`config.mk`:
```
export PLATFORM = sky130hd
export DESIGN_NAME = ctbo_core
export DESIGN_NICKNAME = d
export VERILOG_FILES = /design/src/inc/ctbo_pkg.sv /design/src/design/ctbo_core.sv
export SDC_FILE = /design/constraint.sdc
export NUM_CORES = 2
export LEC_CHECK = 0
export BUFFER_PORTS_ARGS = -buffer_cell sky130_fd_sc_hd__buf_4
export CAP_MARGIN = 30
export CORE_ASPECT_RATIO = 0.7
export CORE_MARGIN = 2
export CORE_UTILIZATION = 31
export CTS_CLUSTER_SIZE = 16
export DETAILED_ROUTE_END_ITERATION = 8
export PLACE_DENSITY = 0.54
export SLEW_MARGIN = 20
export SYNTH_ARGS = -nofsm -noshare
export SYNTH_HDL_FRONTEND = slang
export SYNTH_SLANG_ARGS = --single-unit
```
`constraint.sdc`:
```
create_clock -name i_clk_sys -period 44.2 [get_ports i_clk_sys]
set_input_delay 2.21 -clock i_clk_sys [delete_from_list [all_inputs] [get_ports i_clk_sys]]
set_output_delay 2.21 -clock i_clk_sys [all_outputs]
set_load 0.05 [all_outputs]
```
`src/inc/ctbo_pkg.sv`:
```
// Purpose: Shared constants and types for the control transfer and bit unit.
// Assumes: Register indices are byte addresses divided by four on APB.
// Notes:   Command kinds are an internal encoding, not opcode bytes.
package ctbo_pkg;
    // ==========================================================
    // Bus and register map
    localparam int         APB_AW            = 10;
    localparam int         APB_IDX_LSB       = 2;
    localparam logic [7:0] OFS_PC_LOW        = 8'h01;
    localparam logic [7:0] OFS_PC_HIGH       = 8'h02;
    localparam logic [7:0] OFS_FLAGS         = 8'h03;
    localparam logic [7:0] OFS_STACK_POINTER = 8'h81;
    localparam logic [7:0] OFS_DATA_PTR_LOW  = 8'h82;
    localparam logic [7:0] OFS_DATA_PTR_HIGH = 8'h83;
    localparam logic [7:0] OFS_IDLE_SELECT   = 8'h87;
    localparam logic [7:0] OFS_MAIN_WORK     = 8'he0;
    localparam logic [7:0] OFS_MUL_DIV_AUX   = 8'hf0;
    // ==========================================================
    // Reset values and small constants
    localparam logic [7:0]  RST_STACK_POINTER = 8'h07;
    localparam logic [7:0]  BYTE_ZERO         = 8'h00;
    localparam logic [7:0]  INC_ONE           = 8'h01;
    localparam logic [15:0] RST_PC            = 16'h0000;
    localparam logic [15:0] LEN_1             = 16'h0001;
    localparam logic [15:0] LEN_2             = 16'h0002;
    localparam logic [15:0] LEN_3             = 16'h0003;
    localparam logic [7:0]  DIRECT_SFR_BASE   = 8'h80;
    localparam logic [7:0]  BIT_RAM_BASE      = 8'h20;
    localparam int          BIT_SEL_W         = 3;
    localparam int          PAGE_W            = 11;
    localparam int          REL_EXT_W         = 8;
    // ==========================================================
    // Commands and states
    typedef enum logic [4:0] {
        K_LONG_JUMP, K_PAGE_JUMP, K_SHORT_JUMP, K_INDIRECT_JUMP,
        K_JUMP_IF_ZERO, K_JUMP_IF_NONZERO, K_JUMP_ON_CARRY, K_JUMP_ON_NO_CARRY,
        K_JUMP_ON_BIT_SET, K_JUMP_ON_BIT_CLEAR, K_JUMP_TEST_CLEAR_BIT,
        K_CMP_WORK_DIR, K_CMP_WORK_IMM, K_CMP_REG_IMM, K_CMP_IND_IMM,
        K_DEC_JUMP_REG, K_DEC_JUMP_DIR, K_PUSH, K_POP, K_NO_OPERATION,
        K_CARRY_FROM_BIT, K_BIT_FROM_CARRY, K_CARRY_CLEAR, K_BIT_CLEAR,
        K_CARRY_SET, K_BIT_SET, K_CARRY_INV, K_BIT_INV,
        K_AND_BIT, K_AND_NBIT, K_OR_BIT, K_OR_NBIT
    } ctbo_kind_t;
    typedef enum logic [1:0] {ST_IDLE = 2'b01, ST_EXEC = 2'b10} ctbo_state_t;
    typedef struct packed {
        logic        valid;
        ctbo_kind_t  kind;
        logic [2:0]  reg_sel;
        logic [7:0]  addr;
        logic [7:0]  imm;
        logic [7:0]  rel;
        logic [15:0] target;
    } ctbo_cmd_t;
    typedef struct packed {
        logic              psel;
        logic              penable;
        logic              pwrite;
        logic [APB_AW-1:0] paddr;
        logic [31:0]       pwdata;
    } ctbo_apb_req_t;
    typedef struct packed {
        logic        pready;
        logic [31:0] prdata;
        logic        pslverr;
    } ctbo_apb_rsp_t;
endpackage

```
`src/design/ctbo_core.sv`:
```
// Purpose: Executes jump, stack, no-operation and bit commands of the core.
// Assumes: Commands arrive decoded; core registers are reached over APB.
// Notes:   Internal data memory is a local array; working registers sit at 0..7.
// Summary of operation
// - Long jump: three bytes, one cycle, full target.
// - Page jump: two bytes, replaces low eleven bits.
// - Short jump adds displacement, one cycle.
// - Indirect jump: work register plus data pointer.
// - Zero tests branch after advancing two, two cycles.
// - Carry set jump, two bytes, two cycles.
// - Carry clear jump, two bytes, two cycles.
// - Bit test jumps: three bytes, two cycles.
// - Test-clear jump clears set bit and branches.
// - Compare jumps branch on unequal, carry if less.
// - Register immediate compare completes in one cycle.
// - Decrement jump branches on nonzero result.
// - Pop reads stack, then decrements pointer.
// - No operation only advances program counter.
// - And/or bit into carry, only carry changes.
// - Stack pointer resets to seven, others zero.
// - Idle select register resets to zero.
// - Displacements are sign-extended eight-bit values.
//
// Design decision made here: the APB interface to the registers.
module ctbo_core #(
    parameter int IRAM_DEPTH = 256
) (
    // Clock and reset.
    input  wire logic                    i_clk_sys,
    input  wire logic                    i_rst,
    // Decoded command stream.
    input  wire ctbo_pkg::ctbo_cmd_t     i_cmd,
    output logic                         o_ready,
    output logic                         o_done,
    // Architectural state.
    output logic [15:0]                  o_pc,
    output logic                         o_carry,
    // APB register port.
    input  wire ctbo_pkg::ctbo_apb_req_t i_apb,
    output ctbo_pkg::ctbo_apb_rsp_t      o_apb
);
    import ctbo_pkg::*;

    // ==========================================================
    // State
    logic [7:0]  stack_pointer;
    logic [7:0]  data_pointer_low;
    logic [7:0]  data_pointer_high;
    logic [7:0]  idle_select_reg;
    logic [7:0]  main_work_reg;
    logic [7:0]  multiply_divide_aux;
    logic        carry_flag;
    logic [15:0] pc;
    logic [7:0]  iram [0:IRAM_DEPTH-1];
    ctbo_state_t state;
    ctbo_state_t next_state;
    ctbo_cmd_t   held;
    ctbo_cmd_t   cur;
    logic        accept;
    logic        two;
    logic        go;
    logic [15:0] pc_adv;
    logic [15:0] br;
    logic [7:0]  bit_addr_byte;
    logic [7:0]  bit_byte;
    logic [7:0]  bit_mask;
    logic        bit_val;
    logic [7:0]  dir_val;
    logic [7:0]  reg_val;
    logic [7:0]  ind_val;
    logic [7:0]  cmp_a;
    logic [7:0]  cmp_b;
    logic [7:0]  dec_val;
    logic [15:0] next_pc;
    logic        next_carry;
    logic        bit_we;
    logic        new_bit;
    logic        dir_we;
    logic [7:0]  dir_addr;
    logic [7:0]  dir_data;
    logic        ind_we;
    logic [7:0]  ind_addr;
    logic [7:0]  ind_data;
    logic        sp_we;
    logic [7:0]  next_sp;
    logic [7:0]  apb_idx;
    logic [7:0]  apb_rd;
    logic        apb_hit;
    logic        apb_setup;
    logic        apb_we;

    assign o_pc    = pc;
    assign o_carry = carry_flag;

    // ==========================================================
    // Helper functions
    // Byte length of each command kind.
    function automatic logic [15:0] ins_len(input ctbo_kind_t k);
        case (k)
            K_LONG_JUMP, K_JUMP_ON_BIT_SET, K_JUMP_ON_BIT_CLEAR, K_JUMP_TEST_CLEAR_BIT,
            K_CMP_WORK_DIR, K_CMP_WORK_IMM, K_CMP_REG_IMM, K_CMP_IND_IMM,
            K_DEC_JUMP_DIR: return LEN_3;
            K_INDIRECT_JUMP, K_NO_OPERATION, K_CARRY_CLEAR, K_CARRY_SET,
            K_CARRY_INV: return LEN_1;
            default: return LEN_2;
        endcase
    endfunction

    // Kinds that finish in one cycle; everything else needs a second.
    function automatic logic two_cycle(input ctbo_kind_t k);
        case (k)
            K_LONG_JUMP, K_PAGE_JUMP, K_SHORT_JUMP, K_INDIRECT_JUMP, K_CMP_REG_IMM,
            K_DEC_JUMP_REG, K_NO_OPERATION, K_CARRY_CLEAR, K_CARRY_SET,
            K_CARRY_INV: return 1'b0;
            default: return 1'b1;
        endcase
    endfunction

    // Direct space read: low half is memory, upper half the core registers.
    function automatic logic [7:0] rd_dir(input logic [7:0] a);
        if (a < DIRECT_SFR_BASE) begin
            return iram[a];
        end
        case (a)
            OFS_STACK_POINTER: return stack_pointer;
            OFS_DATA_PTR_LOW:  return data_pointer_low;
            OFS_DATA_PTR_HIGH: return data_pointer_high;
            OFS_IDLE_SELECT:   return idle_select_reg;
            OFS_MAIN_WORK:     return main_work_reg;
            OFS_MUL_DIV_AUX:   return multiply_divide_aux;
            default:           return BYTE_ZERO;
        endcase
    endfunction

    // ==========================================================
    // Sequencing
    assign accept = o_ready && i_cmd.valid;
    assign two    = two_cycle(i_cmd.kind);
    assign go     = (state == ST_IDLE && accept && !two) || state == ST_EXEC;
    assign cur    = (state == ST_EXEC) ? held : i_cmd;

    // Two-cycle kinds park in the holding register and execute on the second edge.
    always_comb begin
        case (state)
            ST_IDLE: next_state = (accept && two) ? ST_EXEC : ST_IDLE;
            ST_EXEC: next_state = ST_IDLE;
            default: next_state = ST_IDLE;
        endcase
    end

    // State, ready and completion pulse.
    always_ff @(posedge i_clk_sys) begin
        if (i_rst) begin
            state   <= ST_IDLE;
            o_ready <= 1'b0;
            o_done  <= 1'b0;
            held    <= '0;
        end else begin
            state   <= next_state;
            o_ready <= (next_state == ST_IDLE);
            o_done  <= go;
            if (accept) begin
                held <= i_cmd;
            end
        end
    end

    // ==========================================================
    // Operand fetch
    // Bit addresses below the register half map into the byte block at the base.
    always_comb begin
        pc_adv        = pc + ins_len(cur.kind);
        br            = pc_adv + {{REL_EXT_W{cur.rel[REL_EXT_W-1]}}, cur.rel};
        bit_addr_byte = (cur.addr < DIRECT_SFR_BASE) ? BIT_RAM_BASE + (cur.addr >> BIT_SEL_W)
                                                     : (cur.addr >> BIT_SEL_W) << BIT_SEL_W;
        bit_byte      = rd_dir(bit_addr_byte);
        bit_mask      = INC_ONE << cur.addr[BIT_SEL_W-1:0];
        bit_val       = |(bit_byte & bit_mask);
        dir_val       = rd_dir(cur.addr);
        reg_val       = iram[8'(cur.reg_sel)];
        ind_val       = iram[iram[8'(cur.reg_sel[0])]];
        cmp_a         = (cur.kind == K_CMP_WORK_DIR || cur.kind == K_CMP_WORK_IMM) ? main_work_reg
                      : (cur.kind == K_CMP_REG_IMM) ? reg_val : ind_val;
        cmp_b         = (cur.kind == K_CMP_WORK_DIR) ? dir_val : cur.imm;
        dec_val       = ((cur.kind == K_DEC_JUMP_REG) ? reg_val : dir_val) - INC_ONE;
    end

    // ==========================================================
    // Execution
    // All effects are computed from the pre-edge state, so a read and its
    // write back land on the same edge and nothing can slip in between.
    always_comb begin
        next_pc    = pc_adv;
        next_carry = carry_flag;
        bit_we     = 1'b0;
        new_bit    = 1'b0;
        sp_we      = 1'b0;
        next_sp    = stack_pointer;
        ind_we     = 1'b0;
        ind_addr   = stack_pointer;
        ind_data   = dir_val;
        dir_we     = 1'b0;
        dir_addr   = cur.addr;
        dir_data   = BYTE_ZERO;
        case (cur.kind)
            K_LONG_JUMP:         next_pc = cur.target;
            K_PAGE_JUMP:         next_pc = {pc_adv[15:PAGE_W], cur.target[PAGE_W-1:0]};
            K_SHORT_JUMP:        next_pc = br;
            K_INDIRECT_JUMP:     next_pc = {data_pointer_high, data_pointer_low} + 16'(main_work_reg);
            K_JUMP_IF_ZERO:      if (main_work_reg == BYTE_ZERO) next_pc = br;
            K_JUMP_IF_NONZERO:   if (main_work_reg != BYTE_ZERO) next_pc = br;
            K_JUMP_ON_CARRY:     if (carry_flag) next_pc = br;
            K_JUMP_ON_NO_CARRY:  if (!carry_flag) next_pc = br;
            K_JUMP_ON_BIT_SET:   if (bit_val) next_pc = br;
            K_JUMP_ON_BIT_CLEAR: if (!bit_val) next_pc = br;
            K_JUMP_TEST_CLEAR_BIT: begin
                if (bit_val) begin
                    next_pc = br;
                    bit_we  = 1'b1;
                end
            end
            K_CMP_WORK_DIR, K_CMP_WORK_IMM, K_CMP_REG_IMM, K_CMP_IND_IMM: begin
                if (cmp_a != cmp_b) next_pc = br;
                next_carry = (cmp_a < cmp_b);
            end
            K_DEC_JUMP_REG, K_DEC_JUMP_DIR: begin
                dir_we   = 1'b1;
                dir_addr = (cur.kind == K_DEC_JUMP_REG) ? 8'(cur.reg_sel) : cur.addr;
                dir_data = dec_val;
                if (dec_val != BYTE_ZERO) next_pc = br;
            end
            K_PUSH: begin
                sp_we    = 1'b1;
                next_sp  = stack_pointer + INC_ONE;
                ind_we   = 1'b1;
                ind_addr = next_sp;
            end
            K_POP: begin
                dir_we   = 1'b1;
                dir_data = iram[stack_pointer];
                sp_we    = 1'b1;
                next_sp  = stack_pointer - INC_ONE;
            end
            K_NO_OPERATION:   next_pc = pc_adv;
            K_CARRY_FROM_BIT: next_carry = bit_val;
            K_BIT_FROM_CARRY: begin
                bit_we  = 1'b1;
                new_bit = carry_flag;
            end
            K_CARRY_CLEAR: next_carry = 1'b0;
            K_CARRY_SET:   next_carry = 1'b1;
            K_CARRY_INV:   next_carry = !carry_flag;
            K_BIT_CLEAR:   bit_we = 1'b1;
            K_BIT_SET: begin
                bit_we  = 1'b1;
                new_bit = 1'b1;
            end
            K_BIT_INV: begin
                bit_we  = 1'b1;
                new_bit = !bit_val;
            end
            K_AND_BIT:  next_carry = carry_flag & bit_val;
            K_AND_NBIT: next_carry = carry_flag & !bit_val;
            K_OR_BIT:   next_carry = carry_flag | bit_val;
            K_OR_NBIT:  next_carry = carry_flag | !bit_val;
            default: ;
        endcase
        if (bit_we) begin
            dir_we   = 1'b1;
            dir_addr = bit_addr_byte;
            dir_data = new_bit ? (bit_byte | bit_mask) : (bit_byte & ~bit_mask);
        end
    end

    // ==========================================================
    // Register updates
    // Execution is written last so it wins over a same-edge bus write.
    always_ff @(posedge i_clk_sys) begin
        if (i_rst) begin
            stack_pointer       <= RST_STACK_POINTER;
            data_pointer_low    <= BYTE_ZERO;
            data_pointer_high   <= BYTE_ZERO;
            idle_select_reg     <= BYTE_ZERO;
            main_work_reg       <= BYTE_ZERO;
            multiply_divide_aux <= BYTE_ZERO;
        end else begin
            if (apb_we) begin
                case (apb_idx)
                    OFS_STACK_POINTER: stack_pointer       <= i_apb.pwdata[7:0];
                    OFS_DATA_PTR_LOW:  data_pointer_low    <= i_apb.pwdata[7:0];
                    OFS_DATA_PTR_HIGH: data_pointer_high   <= i_apb.pwdata[7:0];
                    OFS_IDLE_SELECT:   idle_select_reg     <= i_apb.pwdata[7:0];
                    OFS_MAIN_WORK:     main_work_reg       <= i_apb.pwdata[7:0];
                    OFS_MUL_DIV_AUX:   multiply_divide_aux <= i_apb.pwdata[7:0];
                    default: ;
                endcase
            end
            if (go && sp_we) begin
                stack_pointer <= next_sp;
            end
            // A pop into the pointer itself keeps the popped byte.
            if (go && dir_we) begin
                case (dir_addr)
                    OFS_STACK_POINTER: stack_pointer       <= dir_data;
                    OFS_DATA_PTR_LOW:  data_pointer_low    <= dir_data;
                    OFS_DATA_PTR_HIGH: data_pointer_high   <= dir_data;
                    OFS_IDLE_SELECT:   idle_select_reg     <= dir_data;
                    OFS_MAIN_WORK:     main_work_reg       <= dir_data;
                    OFS_MUL_DIV_AUX:   multiply_divide_aux <= dir_data;
                    default: ;
                endcase
            end
        end
    end

    // Program counter and carry.
    always_ff @(posedge i_clk_sys) begin
        if (i_rst) begin
            pc         <= RST_PC;
            carry_flag <= 1'b0;
        end else begin
            if (apb_we && apb_idx == OFS_PC_LOW) pc[7:0] <= i_apb.pwdata[7:0];
            if (apb_we && apb_idx == OFS_PC_HIGH) pc[15:8] <= i_apb.pwdata[7:0];
            if (apb_we && apb_idx == OFS_FLAGS) carry_flag <= i_apb.pwdata[0];
            if (go) begin
                pc         <= next_pc;
                carry_flag <= next_carry;
            end
        end
    end

    // Internal memory has no reset; contents are undefined until written.
    always_ff @(posedge i_clk_sys) begin
        if (go && ind_we) iram[ind_addr] <= ind_data;
        if (go && dir_we && dir_addr < DIRECT_SFR_BASE) iram[dir_addr] <= dir_data;
    end

    // ==========================================================
    // APB slave
    // Zero wait states: the answer is ready in the first access cycle.
    assign apb_idx   = i_apb.paddr[APB_AW-1:APB_IDX_LSB];
    assign apb_setup = i_apb.psel && !i_apb.penable;
    assign apb_we    = i_apb.psel && i_apb.penable && i_apb.pwrite && o_apb.pready && !o_apb.pslverr;

    always_comb begin
        apb_hit = (i_apb.paddr[APB_IDX_LSB-1:0] == '0);
        case (apb_idx)
            OFS_PC_LOW:  apb_rd = pc[7:0];
            OFS_PC_HIGH: apb_rd = pc[15:8];
            OFS_FLAGS:   apb_rd = 8'(carry_flag);
            OFS_STACK_POINTER, OFS_DATA_PTR_LOW, OFS_DATA_PTR_HIGH, OFS_IDLE_SELECT,
            OFS_MAIN_WORK, OFS_MUL_DIV_AUX: apb_rd = rd_dir(apb_idx);
            default: begin
                apb_rd  = BYTE_ZERO;
                apb_hit = 1'b0;
            end
        endcase
    end

    always_ff @(posedge i_clk_sys) begin
        if (i_rst) begin
            o_apb <= '0;
        end else begin
            o_apb.pready <= apb_setup;
            if (apb_setup) begin
                o_apb.prdata  <= i_apb.pwrite ? '0 : 32'(apb_rd);
                o_apb.pslverr <= !apb_hit;
            end
        end
    end
endmodule

```
==> flow_summary.ini <==
[global_routing]
grt_pass1_wl_um = 667800
antenna_found_initial = 56
grt_max_degree = 201
grt_pass1_vias = 80904
overflow = 0
grt_usage_pct = 24.56

[timing]
finalCritPeriodShare_pct = 25.87
hold-worst-slack_ns = 0.4546
slew_violations = 0
grt_setup_unrepaired = false
setup_tns_ns = 0
setup_viol = 0
slew-limit-headroom_pct = 15.45
hold_viol_final = 0
setup_slack_ns = 32.76
worst_pin_slew_ns = 1.268
clock.fmax_mhz = 87.44
fin_crit_ns = 11.44
skew_ns = 0.07435

[logic_synthesis]
avgSynthCellArea_um2 = 14.75
synthFlopType = edfxtp_1
synthDistinctLibCells = 104
synthMuxAreaShare_pct = 25.20
synth-simple-area-share_pct = 7.326
synth_top_family_by_area = multiplexers
synth-adder-area-share_pct = 0.5523
synth_cells = 7954
ys_warn_count = 0
yosys.area.top_type = edfxtp_1
synth-compound-area-share_pct = 9.013
postSynth.asyncResetShare_pct = 0
netlist_area_um2 = 117300
synth_top_area_share_pct = 52.41
ys_seq_elements = 2175
synthXorXnorAreaFrac_pct = 0.4148
synth.yosys.seq_area_share_pct = 54.58
synthTopCellsByArea = edfxtp_1 (52%), mux4_2 (23%), nand2_1 (2.9%), dfxtp_1 (2.2%), mux2i_1 (1.5%)
synth_edf_count = 2048

[die]
die_y_um = 518.8
io_pins = 149
die_area_um2 = 383500
std_cell_rows = 188
die_w_um = 739.4
core-area_um2 = 375700
initial_core_util_pct = 31.24

[route]
wirelength_um = 490000
drc = 19
vias = 86259
postRouteAntennaNets = 0
drtPass1Iterations = 9
wl_per_cell_um = 37.05
vias_per_cell = 6.521
drt_first_iter_violations = 15548

[clock_tree]
clk_path_buf_depth = 4
worst_skew_pair.late_latency_ns = 0.94
holdBufCountCts = 0
root_buffer = clkbuf_16
cts_tree = done
htreeDepth = 4
cts_inserted_buffers = 220
cts_sinks = 2175
clk_pin_slew_ns = 0.07
cts_resized = 0
post_cts_buffers = 0

[worst_setup_path]
endpoint_kind = flop
critPathMaxStageDelay_ns = 0.90
path_max_fanout = 102
crit_path_start_kind = input port
cp_slowest_cell = a211oi_1
crit_required_ns = 44.99
cp.arrival_ns = 12.22
setup.worst_path.class = in2reg

[finish]
nFillCells = 35555
multi_input_area_um2 = 50460
largest_reg_flops = 2048
final_area_um2 = 132500
finalNetCount = 8112
syn_to_final_growth_pct = 12.88
seq_area_um2 = 64060
drive_gt1_share_pct = 27.08
regMostFlops = iram

[power]
p_per_area_nw_per_um2 = 35.65
clock_power_share_pct = 41.2
p_leak_nw = 42.03
power_frac_seq_pct = 49.1
swShare_pct = 25.60
combPwrFrac_pct = 9.7
ir_worst_vdd_uv = 34.09
internal_power_mw = 3.514
power.net_switching_mw = 1.209

[placed_design]
dpl_cell_area_um2 = 124600
routabilityCongestion = 0.9632
pre_cts_ws_ns = 32.24
hpwl_um = 320200
port_buffers = 100

[hold_path]
hold_class = reg2reg

[status]
status = finished with violations
violations = DRC

[run]
cap_viol_max_count = 0
[area by class of cell]
cell class | instances | area share [%]
Tap cell | 5035 | 4.756
Multi-Input combinational cell | 5024 | 38.09
Clock buffer | 262 | 4.356
Sequential cell | 2175 | 48.36
Antenna cell | 58 | 0.1096
Clock inverter | 128 | 1.023
Inverter | 47 | 0.1332
Timing Repair Buffer | 498 | 3.169
[power groups by stage]
stage | registers (mW) | clock network [mW] | logic [mW]
floorplan | 2.40 | 0 | 0.225
finish | 2.32 | 1.95 | 0.457
detailed placement | 2.37 | 0 | 0.425
CTS | 2.32 | 1.95 | 0.425
global route | 2.32 | 2.03 | 0.465
global placement | 2.37 | 0 | 0.413
[cell usage in the layout, fill, tap and decap left out, types with 36 or more instances in the layout]
cell type	n
nand2_1	893
mux2_2	68
mux2i_1	170
a221oi_1	74
o211ai_1	36
a211oi_1	201
clkinv_2	44
edfxtp_1	2048
o221ai_1	136
o21ai_0	152
a21oi_1	316
o22ai_1	111
clkinv_1	38
nand4_1	50
nor3_1	126
a222oi_1	58
inv_1	47
buf_4	409
nand3_1	140
a311oi_1	92
diode_2	58
a31oi_1	109
nor2_1	432
ha_1	47
clkbuf_16	223
mux4_2	1192
dfxtp_1	121
and2_1	137
[worst max-delay path: cells and delay by family]
| family | cells | cell delay (ns) |
|---|---|---|
| AO/OA/AOI/OAI | 12 | 3.87 |
| adder cells (fa/ha/maj) | 1 | 0.31 |
| buffers and inverters | 7 | 2.78 |
| multiplexers | 4 | 1.62 |
| AND/OR/NAND/NOR | 5 | 0.95 |
[routing by layer]
layer	global-route usage [%]	vias up	share of wire, %
met2	32.67	7120	40
met1	33.99	44879	39
met3	12.67	1171	17
met4	8.031	57	3.9
li1	-	33032	-
met5	1.614	-	0.16
[per-stage QoR]
stage / cells / utilization, % / power, mW
final: 13227 / 35.26 / 4.723
after CTS: 13109 / 35.05 / 4.699
after global routing: 13184 / 35.23 / 4.817
after floorplan: 7977 / - / 2.625
after detailed placement: 12719 / 33.16 / 2.790
after global placement: 12648 / 32.99 / 2.778
[kinds of logic (layout without fill, tap and decap cells)]
| family | Yosys count | after routing |
|---|---|---|
| compound gates | 1499 | 1499 |
| xor+xnor | 54 | 54 |
| fa+ha+maj | 50 | 50 |
| buf+inv | 778 | 935 |
| flops | 2175 | 2175 |
| mux | 1452 | 1452 |
| other cells | 1 | 82 |
| simple gates | 1945 | 1945 |
[synthesized netlist by cell type (28+ instances only)]
cell / count
edfxtp_1: 2048
mux4_2: 1192
nand2_1: 899
nor2_1: 449
clkbuf_1: 397
a21oi_1: 319
a211oi_1: 205
mux2i_1: 180
buf_2: 176
o21ai_0: 155
and2_1: 140
nand3_1: 140
o221ai_1: 136
nor3_1: 131
dfxtp_1: 127
o22ai_1: 112
a31oi_1: 110
buf_1: 103
a311oi_1: 92
a221oi_1: 74
mux2_2: 72
a222oi_1: 58
nand4_1: 50
ha_1: 47
inv_1: 47
nor4_1: 39
buf_4: 38
o211ai_1: 36
a22oi_1: 28
xnor2_1: 28
[worst paths after layout]
| kind | from | to | slack (ns) | depth (start not counted) |
|---|---|---|---|---|
| worst max-delay path | i_cmd[40] | o_pc[5]$_SDFFE_PP0P_ | 32.76 | 29 |
| worst max register to register | state[0]$_SDFF_PP1_ | o_pc[5]$_SDFFE_PP0P_ | 32.88 | 29 |
| worst min-delay path | held[3]$_SDFFE_PP0P_ | held[3]$_SDFFE_PP0P_ | 0.45 | 2 |
| worst min register to register | held[3]$_SDFFE_PP0P_ | held[3]$_SDFFE_PP0P_ | 0.45 | 2 |
Power figures use the tool's default switching activity.
